[src/logic/rct_pkg.sv]
// rct_pkg: constants, types and helpers of the repeat cycle timer with batch counter
// assumes a 10 MHz system clock; every figure the top and the store share lives here
package rct_pkg;

    // time base: 10 MHz clock, finest step 0.01 s
    localparam int CLK_HZ = 10000000;
    localparam int BASE_TICK_US = 10000;
    localparam int BASE_TICK_CYC = CLK_HZ / 1000000 * BASE_TICK_US;
    // operator reset must finish within this time (longest, rounded down)
    localparam int RESET_TIME_MS = 15;
    localparam int RESET_CYC = CLK_HZ / 1000 * RESET_TIME_MS;
    // resume after power-up within this time (longest, rounded down)
    localparam int POWERON_MS = 200;
    localparam int POWERON_CYC = CLK_HZ / 1000 * POWERON_MS;

    // register port widths and offsets
    localparam int ADDR_W = 4;
    localparam int DATA_W = 16;
    localparam logic [3:0] REG_FIRST_SP = 4'h0;
    localparam logic [3:0] REG_SECOND_SP = 4'h1;
    localparam logic [3:0] REG_BATCH = 4'h2;
    localparam logic [3:0] REG_CTRL = 4'h3;
    localparam logic [3:0] REG_STATUS = 4'h4;
    localparam logic [3:0] REG_ELAPSED = 4'h5;
    localparam logic [3:0] REG_COUNT = 4'h6;
    localparam logic [3:0] REG_DISPLAY = 4'h7;

    // control register fields and reset value
    localparam int CTRL_CONT_BIT = 0;
    localparam int CTRL_UP_BIT = 1;
    localparam int CTRL_LOCK_BIT = 2;
    localparam logic [2:0] CTRL_RESET = 3'h0;

    // persistent store layout
    localparam int STORE_AW = 3;
    localparam int STORE_WORDS = 8;
    localparam logic [2:0] SLOT_FIRST = 3'h0;
    localparam logic [2:0] SLOT_SECOND = 3'h1;
    localparam logic [2:0] SLOT_BATCH = 3'h2;
    localparam logic [2:0] SLOT_ELAPSED = 3'h3;
    localparam logic [2:0] SLOT_COUNT = 3'h4;
    localparam logic [2:0] LOAD_DONE_IDX = 3'h5;

    // setpoint limits and reset values
    localparam logic [15:0] BATCH_MIN = 16'h0001;
    localparam logic [15:0] BATCH_MAX = 16'h270F;
    localparam logic [15:0] SP_RESET = 16'h0001;
    localparam logic [2:0] RANGE_MMSS = 3'h2;
    localparam logic [2:0] RANGE_HHMM = 3'h5;

    typedef enum logic [1:0] {
        MODE_ONDELAY = 2'b00,
        MODE_INTERVAL = 2'b01,
        MODE_SEQUENCE = 2'b10
    } rct_mode_t;

    typedef enum logic [1:0] {
        ST_LOAD = 2'b00,
        ST_ON = 2'b01,
        ST_OFF = 2'b10,
        ST_DONE = 2'b11
    } rct_state_t;

    typedef enum logic [1:0] {
        PR_NONE = 2'b00,
        PR_ON = 2'b01,
        PR_OFF = 2'b10,
        PR_COUNT = 2'b11
    } rct_prompt_t;

    // base ticks (0.01 s) per display step for each of the eight ranges
    function automatic logic [15:0] range_div(input logic [2:0] r);
        case (r)
            3'h0: range_div = 16'h0001;
            3'h1: range_div = 16'h000A;
            3'h2: range_div = 16'h0064;
            3'h3: range_div = 16'h003C;
            3'h4: range_div = 16'h0258;
            3'h5: range_div = 16'h1770;
            3'h6: range_div = 16'h0E10;
            default: range_div = 16'h8CA0;
        endcase
    endfunction

    // four bcd digits to step count; clock formats weigh the upper pair by 60
    function automatic logic [15:0] bcd_to_units(input logic [15:0] v, input logic clk_fmt);
        logic [15:0] hi;
        logic [15:0] lo;
        hi = 16'(v[15:12]) * 16'h000A + 16'(v[11:8]);
        lo = 16'(v[7:4]) * 16'h000A + 16'(v[3:0]);
        if (clk_fmt) begin
            bcd_to_units = hi * 16'h003C + lo;
        end else begin
            bcd_to_units = hi * 16'h0064 + lo;
        end
    endfunction

    // batch setpoint must lie in 1..9999
    function automatic logic batch_ok(input logic [15:0] v);
        batch_ok = (v >= BATCH_MIN) && (v <= BATCH_MAX);
    endfunction

endpackage

[src/logic/rct_persistent_settings_store.sv]
// rct_persistent_settings_store: small retained memory for setpoints and run data
// assumes one writer and one reader in the clk_sys domain; contents survive rst
`timescale 1ns/100ps
module rct_persistent_settings_store (
    // clock
    input wire logic clk_sys,
    // write port
    input wire logic we,
    input wire logic [rct_pkg::STORE_AW-1:0] waddr,
    input wire logic [rct_pkg::DATA_W-1:0] wdata,
    // read port, data one cycle after the address
    input wire logic [rct_pkg::STORE_AW-1:0] raddr,
    output logic [rct_pkg::DATA_W-1:0] rdata_q
);

    // the array has no reset on purpose: rst models a power cycle, the data must outlive it
    // factory-blank at first power-up; an initialiser, since the write process owns the array
    logic [rct_pkg::DATA_W-1:0] mem_q [rct_pkg::STORE_WORDS] = '{default: 16'h0000};

    // write side
    always_ff @(posedge clk_sys) begin
        if (we) begin
            mem_q[waddr] <= wdata;
        end
    end

    // registered read side
    always_ff @(posedge clk_sys) begin
        rdata_q <= mem_q[raddr];
    end

endmodule

[src/logic/rct_top.sv]
// rct_top: repeat cycle timer with batch counter, two relay outputs and lamps
// assumes all inputs synchronous to clk_sys; rear switches static while running
`timescale 1ns/100ps
module rct_top #(
    parameter int TICK_CYC = rct_pkg::BASE_TICK_CYC // 0.01 s in clocks
) (
    // clock and reset
    input wire logic clk_sys,
    input wire logic rst,
    // register port
    input wire logic [rct_pkg::ADDR_W-1:0] reg_addr,
    input wire logic [rct_pkg::DATA_W-1:0] reg_wdata,
    input wire logic reg_wr,
    input wire logic reg_rd,
    output logic [rct_pkg::DATA_W-1:0] reg_rdata_q,
    // keypad
    input wire logic key_set,
    input wire logic key_ent,
    input wire logic [rct_pkg::DATA_W-1:0] key_value,
    input wire logic key_reset,
    // rear switches
    input wire logic [1:0] sw_mode,
    input wire logic [2:0] sw_range,
    // remote inputs
    input wire logic remote_reset,
    input wire logic inhibit,
    // relays, lamps, display
    output logic out1_q,
    output logic out2_q,
    output logic lamp1_q,
    output logic lamp2_q,
    output logic timing_lamp_q,
    output logic [1:0] prompt_q,
    output logic [rct_pkg::DATA_W-1:0] display_q
);

    rct_pkg::rct_state_t state_q; // timer phase
    rct_pkg::rct_prompt_t prmt_q; // keypad entry step
    rct_pkg::rct_mode_t mode; // rear switch mode
    logic [15:0] first_interval_setpoint_q; // on time, bcd
    logic [15:0] second_interval_setpoint_q; // off time, bcd
    logic [15:0] batch_q; // batch setpoint, binary
    logic [2:0] ctrl_q; // continuous, count up, lock
    logic [15:0] elapsed_q; // steps in current interval
    logic [15:0] count_q; // completed cycles
    logic [16:0] div_q; // base tick divider
    logic [15:0] pre_q; // range prescaler
    logic [2:0] load_idx_q; // power-up read pointer
    logic flush_sel_q; // which run word to save next
    logic [15:0] store_rdata;
    logic base_tick, unit_tick, run_en, at_end, cycle_end, batch_hit, op_reset;
    logic [15:0] target, count_next;
    logic sp_wr_en, key_ok, bus_sp;
    logic [2:0] sp_slot, st_waddr;
    logic [15:0] sp_data, st_wdata;
    logic out1_d, out2_d;
    logic cont, lock, up;

    assign mode = rct_pkg::rct_mode_t'(sw_mode);
    assign cont = ctrl_q[rct_pkg::CTRL_CONT_BIT];
    assign up = ctrl_q[rct_pkg::CTRL_UP_BIT];
    assign lock = ctrl_q[rct_pkg::CTRL_LOCK_BIT];

    // operator reset is ignored while restoring, so stored data cannot overwrite it
    assign op_reset = (key_reset || remote_reset) && (state_q != rct_pkg::ST_LOAD);
    // inhibit freezes the whole time base, so partial steps are not lost
    assign run_en = (state_q == rct_pkg::ST_ON || state_q == rct_pkg::ST_OFF) && !inhibit;
    assign base_tick = run_en && (div_q == 17'(TICK_CYC - 1));
    assign unit_tick = base_tick && (pre_q == rct_pkg::range_div(sw_range) - 16'h0001);

    // interval length in steps, never below one step
    always_comb begin
        target = rct_pkg::bcd_to_units(
            (state_q == rct_pkg::ST_ON) ? first_interval_setpoint_q : second_interval_setpoint_q,
            (sw_range == rct_pkg::RANGE_MMSS) || (sw_range == rct_pkg::RANGE_HHMM));
        if (target == 16'h0000) begin
            target = 16'h0001;
        end
    end

    assign at_end = unit_tick && (elapsed_q + 16'h0001 >= target);
    assign cycle_end = at_end && (state_q == rct_pkg::ST_OFF);
    assign count_next = (count_q == rct_pkg::BATCH_MAX) ? count_q : count_q + 16'h0001;
    assign batch_hit = !cont && (count_next >= batch_q);

    // base divider: one pulse every 0.01 s of running time
    always_ff @(posedge clk_sys) begin
        if (rst || op_reset) begin
            div_q <= 17'h00000;
        end else if (run_en) begin
            div_q <= base_tick ? 17'h00000 : div_q + 17'h00001;
        end
    end

    // range prescaler: base ticks per displayed step
    always_ff @(posedge clk_sys) begin
        if (rst || op_reset) begin
            pre_q <= 16'h0000;
        end else if (unit_tick) begin
            pre_q <= 16'h0000;
        end else if (base_tick) begin
            pre_q <= pre_q + 16'h0001;
        end
    end

    // power-up restore pointer: reads slots 0..4, data lands one cycle later
    always_ff @(posedge clk_sys) begin
        if (rst) begin
            load_idx_q <= 3'h0;
        end else if (state_q == rct_pkg::ST_LOAD) begin
            load_idx_q <= load_idx_q + 3'h1;
        end
    end

    // timer phase machine
    always_ff @(posedge clk_sys) begin
        if (rst) begin
            state_q <= rct_pkg::ST_LOAD;
        end else if (op_reset) begin
            state_q <= rct_pkg::ST_ON;
        end else begin
            case (state_q)
                rct_pkg::ST_LOAD: begin
                    if (load_idx_q == rct_pkg::LOAD_DONE_IDX) begin
                        // a batch already finished before power loss stays finished
                        state_q <= (!cont && store_rdata >= batch_q) ? rct_pkg::ST_DONE
                                                                     : rct_pkg::ST_ON;
                    end
                end
                rct_pkg::ST_ON: begin
                    if (at_end) begin
                        state_q <= rct_pkg::ST_OFF;
                    end
                end
                rct_pkg::ST_OFF: begin
                    if (cycle_end) begin
                        state_q <= batch_hit ? rct_pkg::ST_DONE : rct_pkg::ST_ON;
                    end
                end
                rct_pkg::ST_DONE: begin
                    state_q <= rct_pkg::ST_DONE;
                end
                default: begin
                    state_q <= rct_pkg::ST_LOAD;
                end
            endcase
        end
    end

    // elapsed steps within the running interval
    always_ff @(posedge clk_sys) begin
        if (rst || op_reset) begin
            elapsed_q <= 16'h0000;
        end else if (state_q == rct_pkg::ST_LOAD &&
                     load_idx_q == rct_pkg::SLOT_ELAPSED + 3'h1) begin
            elapsed_q <= store_rdata;
        end else if (at_end) begin
            elapsed_q <= 16'h0000;
        end else if (unit_tick) begin
            elapsed_q <= elapsed_q + 16'h0001;
        end
    end

    // completed cycle count; held once the batch is done
    always_ff @(posedge clk_sys) begin
        if (rst || op_reset) begin
            count_q <= 16'h0000;
        end else if (state_q == rct_pkg::ST_LOAD && load_idx_q == rct_pkg::LOAD_DONE_IDX) begin
            count_q <= store_rdata;
        end else if (cycle_end) begin
            count_q <= count_next;
        end
    end

    // setpoint writes: the bus wins over the keypad; keypad only when unlocked
    assign bus_sp = reg_wr && (reg_addr <= rct_pkg::REG_BATCH);
    assign key_ok = key_ent && !lock && (prmt_q != rct_pkg::PR_NONE);
    always_comb begin
        sp_slot = bus_sp ? reg_addr[2:0] : 3'(prmt_q - 2'b01);
        sp_data = bus_sp ? reg_wdata : key_value;
        sp_wr_en = bus_sp || key_ok;
        if (sp_slot == rct_pkg::SLOT_BATCH && !rct_pkg::batch_ok(sp_data)) begin
            sp_wr_en = 1'b0;
        end
    end

    // setpoint registers, restored at power-up and written by bus or keypad
    always_ff @(posedge clk_sys) begin
        if (rst) begin
            first_interval_setpoint_q <= rct_pkg::SP_RESET;
            second_interval_setpoint_q <= rct_pkg::SP_RESET;
            batch_q <= rct_pkg::BATCH_MIN;
        end else if (state_q == rct_pkg::ST_LOAD) begin
            case (load_idx_q)
                3'h1: first_interval_setpoint_q <= store_rdata;
                3'h2: second_interval_setpoint_q <= store_rdata;
                3'h3: begin
                    // a blank or corrupt batch word keeps the default
                    if (rct_pkg::batch_ok(store_rdata)) begin
                        batch_q <= store_rdata;
                    end
                end
                default: begin
                end
            endcase
        end else if (sp_wr_en) begin
            case (sp_slot)
                rct_pkg::SLOT_FIRST: first_interval_setpoint_q <= sp_data;
                rct_pkg::SLOT_SECOND: second_interval_setpoint_q <= sp_data;
                default: batch_q <= sp_data;
            endcase
        end
    end

    // control register
    always_ff @(posedge clk_sys) begin
        if (rst) begin
            ctrl_q <= rct_pkg::CTRL_RESET;
        end else if (reg_wr && reg_addr == rct_pkg::REG_CTRL) begin
            ctrl_q <= reg_wdata[2:0];
        end
    end

    // keypad prompt sequence: set key steps on time, off time, batch, back to run
    always_ff @(posedge clk_sys) begin
        if (rst) begin
            prmt_q <= rct_pkg::PR_NONE;
        end else if (key_set) begin
            case (prmt_q)
                rct_pkg::PR_NONE: prmt_q <= rct_pkg::PR_ON;
                rct_pkg::PR_ON: prmt_q <= rct_pkg::PR_OFF;
                rct_pkg::PR_OFF: prmt_q <= rct_pkg::PR_COUNT;
                default: prmt_q <= rct_pkg::PR_NONE;
            endcase
        end
    end

    // store write: setpoints first, otherwise alternately save elapsed and count
    always_comb begin
        if (sp_wr_en && state_q != rct_pkg::ST_LOAD) begin
            st_waddr = sp_slot;
            st_wdata = sp_data;
        end else if (flush_sel_q) begin
            st_waddr = rct_pkg::SLOT_COUNT;
            st_wdata = count_q;
        end else begin
            st_waddr = rct_pkg::SLOT_ELAPSED;
            st_wdata = elapsed_q;
        end
    end

    always_ff @(posedge clk_sys) begin
        if (rst) begin
            flush_sel_q <= 1'b0;
        end else begin
            flush_sel_q <= !flush_sel_q;
        end
    end

    rct_persistent_settings_store u_store (
        .clk_sys(clk_sys),
        .we(state_q != rct_pkg::ST_LOAD),
        .waddr(st_waddr),
        .wdata(st_wdata),
        .raddr(load_idx_q),
        .rdata_q(store_rdata)
    );

    // relay decode per counter mode
    always_comb begin
        out1_d = 1'b0;
        out2_d = 1'b0;
        case (mode)
            rct_pkg::MODE_ONDELAY: begin
                out2_d = (state_q == rct_pkg::ST_ON);
                out1_d = (state_q == rct_pkg::ST_DONE);
            end
            rct_pkg::MODE_INTERVAL: begin
                out2_d = (state_q == rct_pkg::ST_ON);
                out1_d = (state_q == rct_pkg::ST_ON) || (state_q == rct_pkg::ST_OFF);
            end
            default: begin
                out1_d = (state_q == rct_pkg::ST_ON);
                out2_d = (state_q == rct_pkg::ST_OFF);
            end
        endcase
    end

    // relays and lamps, one cycle behind the phase
    always_ff @(posedge clk_sys) begin
        if (rst) begin
            out1_q <= 1'b0;
            out2_q <= 1'b0;
            lamp1_q <= 1'b0;
            lamp2_q <= 1'b0;
            timing_lamp_q <= 1'b0;
        end else begin
            out1_q <= out1_d;
            out2_q <= out2_d;
            lamp1_q <= out1_d;
            lamp2_q <= out2_d;
            timing_lamp_q <= run_en;
        end
    end

    // display: prompted setpoint, else cycle progress in chosen direction
    always_ff @(posedge clk_sys) begin
        if (rst) begin
            display_q <= 16'h0000;
            prompt_q <= 2'b00;
        end else begin
            prompt_q <= prmt_q;
            case (prmt_q)
                rct_pkg::PR_ON: display_q <= first_interval_setpoint_q;
                rct_pkg::PR_OFF: display_q <= second_interval_setpoint_q;
                rct_pkg::PR_COUNT: display_q <= batch_q;
                default: begin
                    if (up || count_q >= batch_q) begin
                        display_q <= up ? count_q : 16'h0000;
                    end else begin
                        display_q <= batch_q - count_q;
                    end
                end
            endcase
        end
    end

    // register read data, valid only in the cycle after the strobe
    always_ff @(posedge clk_sys) begin
        if (rst || !reg_rd) begin
            reg_rdata_q <= 16'h0000;
        end else begin
            case (reg_addr)
                rct_pkg::REG_FIRST_SP: reg_rdata_q <= first_interval_setpoint_q;
                rct_pkg::REG_SECOND_SP: reg_rdata_q <= second_interval_setpoint_q;
                rct_pkg::REG_BATCH: reg_rdata_q <= batch_q;
                rct_pkg::REG_CTRL: reg_rdata_q <= {13'h0000, ctrl_q};
                rct_pkg::REG_STATUS: reg_rdata_q <= {11'h000, inhibit,
                    state_q == rct_pkg::ST_DONE, run_en, out2_q, out1_q};
                rct_pkg::REG_ELAPSED: reg_rdata_q <= elapsed_q;
                rct_pkg::REG_COUNT: reg_rdata_q <= count_q;
                rct_pkg::REG_DISPLAY: reg_rdata_q <= display_q;
                default: reg_rdata_q <= 16'h0000;
            endcase
        end
    end
endmodule

[config.mk]
export PLATFORM = sky130hd
export DESIGN_NAME = rct_top
export DESIGN_NICKNAME = d
export VERILOG_FILES = /design/src/logic/rct_pkg.sv /design/src/logic/rct_persistent_settings_store.sv /design/src/logic/rct_top.sv
export SDC_FILE = /design/constraint.sdc
export NUM_CORES = 1
export LEC_CHECK = 0
export BUFFER_PORTS_ARGS = -buffer_cell sky130_fd_sc_hd__buf_2
export CORE_ASPECT_RATIO = 0.5
export CORE_MARGIN = 5
export CORE_UTILIZATION = 60
export CTS_CLUSTER_DIAMETER = 30
export DETAILED_ROUTE_END_ITERATION = 10
export GPL_TIMING_DRIVEN = 1
export PLACE_DENSITY_LB_ADDON = 0.05
export SLEW_MARGIN = 20
export SYNTH_ARGS = -nofsm -noshare
export SYNTH_HDL_FRONTEND = slang
export SYNTH_SLANG_ARGS = --single-unit
[constraint.sdc]
create_clock -name clk_sys -period 15.9 [get_ports clk_sys]
set_input_delay 2.385 -clock clk_sys [delete_from_list [all_inputs] [get_ports clk_sys]]
set_output_delay 2.385 -clock clk_sys [all_outputs]
set_load 0.005 [all_outputs]
==> flow_summary.json <==
{
  "status": "completed",
  "p_comb_share_pct": 44.6,
  "ff2ff_path_depth": 34,
  "drc_errors": 0,
  "die_w_um": 262.5,
  "cts.sinks": 305,
  "synthFlopType": "dfxtp_1",
  "start_util_pct": 60.62,
  "peakVddDrop_uv": 115.8,
  "io_buffers": 88,
  "ioPinCount": 89,
  "rsz0062_at_grt": "false",
  "synth_edf_count": 128,
  "core_sq_um": 31540,
  "slew_violations": 0,
  "timing.fmax_ghz": 0.1081,
  "synth_area_per_cell_sq_um": 9.632,
  "cts_max_level": 2,
  "min_period_ns": 9.250,
  "hold_path_depth": 2,
  "layout_setup_ws_ns": 6.650,
  "critPathMaxStageDelay_ns": 0.59,
  "antenna_found_initial": 0,
  "nFillCells": 2542,
  "drtAntennaViolNets": 0,
  "p_int_mw": 2.227,
  "worst_setup_path_end_kind": "register",
  "worst_setup_path_start_kind": "register",
  "grt_usage_pct": 29.62,
  "p_leak_nw": 8.810,
  "holdPathEnd": "div_q[16]$_SDFFE_PP0P_",
  "final_common_cell": "dfxtp_1",
  "ctsHoldBuffers": 0,
  "worst_slew_pin_slew_ns": 1.046,
  "numPlacedInstances": 2476,
  "switching_share_pct": 41.87,
  "numCtsBuffers": 44,
  "hold_ws_ns": 0.4957,
  "netlist_instances": 1985,
  "row_count": 46,
  "cap_violations": 0,
  "p_per_area_nw_per_um2": 177.1,
  "gp_congestion": 0.9272,
  "grt.overflow.total": 0,
  "fp.dieArea_sq_um": 35750,
  "worstPathMaxFanout": 28,
  "dr.pass1.iters": 6,
  "cts_setup_buffers": 0,
  "async_flop_share_pct": 0,
  "yosysUniqueCellTypes": 86,
  "clock_path_buffers": 3,
  "slew-limit-headroom_pct": 30.05,
  "cpMostUsedCell": "ha_1",
  "wl_per_cell_um": 21.18,
  "cp.required_ns": 16.34,
  "hp-start": "div_q[16]$_SDFFE_PP0P_",
  "r2r_start": "state_q[1]$_SDFFE_PP0P_",
  "cts_tree": "done",
  "cts_root_buf": "clkbuf_16",
  "place_ws_ns": 6.720,
  "cts.repair.resized": 0,
  "vias": 15845,
  "fin_crit_sh_pct": 58.18,
  "layout_common_cells": "176 x dfxtp_1, 162 x nand2_1, 147 x ha_1, 136 x o21ai_0",
  "arrival_ns": 9.69,
  "areaGrowthSynthToFinish_pct": 13.12,
  "clk_pin_slew_ns": 0.06,
  "grt_pass1_vias": 14769,
  "die-height_um": 136.2,
  "fin_tns_setup_ns": 0,
  "synth_seq_area_share_pct": 38.64,
  "setup_viol": 0,
  "clkPwrFrac_pct": 25.8,
  "timing.rr.end": "elapsed_q[0]$_SDFFE_PP0P_",
  "postSynthRegisterBits": 305,
  "syn_area_sq_um": 19120,
  "viasPerCell": 6.194,
  "switchingPower_mw": 1.604,
  "grt_pass1_wl_mm": 83.97,
  "final_hold_viol_count": 0,
  "layout-drive-gt1-share_pct": 13.50,
  "p_seq_share_pct": 29.6,
  "finalNonFillerCells": 2558,
  "hp-class": "register to register",
  "fin_nets": 2308,
  "routed_wl_mm": 54.17,
  "insertion_delay_ns": 0.55,
  "worstSetupPathType": "register to register",
  "drt_iter0_markers": 1754,
  "grt_max_degree": 66,
  "critPathSlowestCell": "xor2_1",
  "ff2ff_setup_slack_ns": 6.65,
  "hpwl_mm": 39.00,
  "yosysWarningCount": 0,
  "skew_ns": 0.01986,
  "num_antenna_cells": 0,
  "final_util_pct": 68.57
}
==> sequential cells by signal, indices dropped and copies added, names as in the netlist, 2 cells and up <==
register	cells
ctrl_q	3
prompt_q	2
pre_q	16
div_q	17
state_q	2
u_store.mem_q	128
batch_q	16
elapsed_q	16
second_interval_setpoint_q	16
display_q	16
u_store.rdata_q	16
reg_rdata_q	16
load_idx_q	3
count_q	16
first_interval_setpoint_q	16
prmt_q	2
==> power by group through the flow <==
| stage | clock (mW) | sequential, mW | combinational, mW |
|---|---|---|---|
| floorplan | 0 | 1.07 | 1.23 |
| global placement | 0 | 1.14 | 1.65 |
| detailed placement | 0 | 1.14 | 1.67 |
| CTS | 0.999 | 1.12 | 1.69 |
| global route | 1.04 | 1.14 | 1.89 |
| finish | 0.987 | 1.13 | 1.71 |
==> synth_stat cells (44+ instances only) <==
cell type	n	area share, %
xnor2_1	65	3.0
nand2_1	162	3.2
nand3b_1	44	1.7
edfxtp_1	128	20
dfxtp_1	177	19
a22oi_1	62	2.4
ha_1	147	9.6
inv_1	111	2.2
nor2_1	128	2.5
clkbuf_1	85	1.7
o21ai_0	137	3.6
a21oi_1	100	2.6
xor2_1	51	2.3
nand2b_1	46	1.5
==> cell type report <==
| type | instances | area, sq um | area share [%] |
|---|---|---|---|
| Inverter | 113 | 424.2 | 1.961 |
| Tap cell | 432 | 540.5 | 2.499 |
| Clock inverter | 31 | 311.5 | 1.440 |
| Clock buffer | 51 | 1190 | 5.502 |
| Sequential cell | 305 | 7388 | 34.16 |
| Multi-Input combinational cell | 1509 | 11120 | 51.39 |
| Timing Repair Buffer | 117 | 658.1 | 3.043 |
==> worst max-delay path by stage <==
stage / depth (start not counted) / endpoint / start
global route: 34 / elapsed_q[0]$_SDFFE_PP0P_ / state_q[1]$_SDFFE_PP0P_
detailed placement: 34 / elapsed_q[0]$_SDFFE_PP0P_ / state_q[1]$_SDFFE_PP0P_
global placement: 34 / elapsed_q[0]$_SDFFE_PP0P_ / state_q[1]$_SDFFE_PP0P_
CTS: 34 / elapsed_q[0]$_SDFFE_PP0P_ / state_q[1]$_SDFFE_PP0P_
floorplan: 34 / elapsed_q[3]$_SDFFE_PP0P_ / state_q[1]$_SDFFE_PP0P_
finish: 34 / elapsed_q[0]$_SDFFE_PP0P_ / state_q[1]$_SDFFE_PP0P_
==> stage by stage <==
stage,power [mW],instance area [sq um]
after floorplan,2.306,19300
final,3.831,21630
after global routing,4.072,21630
after CTS,3.810,21630
after global placement,2.789,20130
after detailed placement,2.809,20130
==> critical path: cells and delay by family (launching register included) <==
kind | cells | cell delay (ns)
adders and majority gates | 8 | 2.55
xor gates and xnor gates | 3 | 1.04
buffers and inverters | 4 | 0.54
and+or+nand+nor | 6 | 1.70
muxes | 2 | 0.54
AOI/OAI and AO/OA | 11 | 2.40
DFF | 1 | 0.33
==> cell families after synthesis <==
family	after synthesis	share of synthesized area [%]
buffers and inverters	218	4.470
muxes	97	7.375
AOI/OAI and AO/OA	486	16.28
DFF	305	38.64
and+or+nand+nor	593	16.04
adders and majority gates	169	11.87
other	1	0.01961
xor gates and xnor gates	116	5.314
==> layer usage <==
| layer | GRT usage (%) | vias up | wire (um) |
|---|---|---|---|
| met5 | 0 | - | 0 |
| met4 | 6.818 | 0 | 1184 |
| met3 | 7.179 | 85 | 5733 |
| met2 | 44.21 | 749 | 22750 |
| met1 | 43.93 | 7555 | 24500 |
| li1 | - | 7456 | - |
Power figures use the tool's default switching activity.
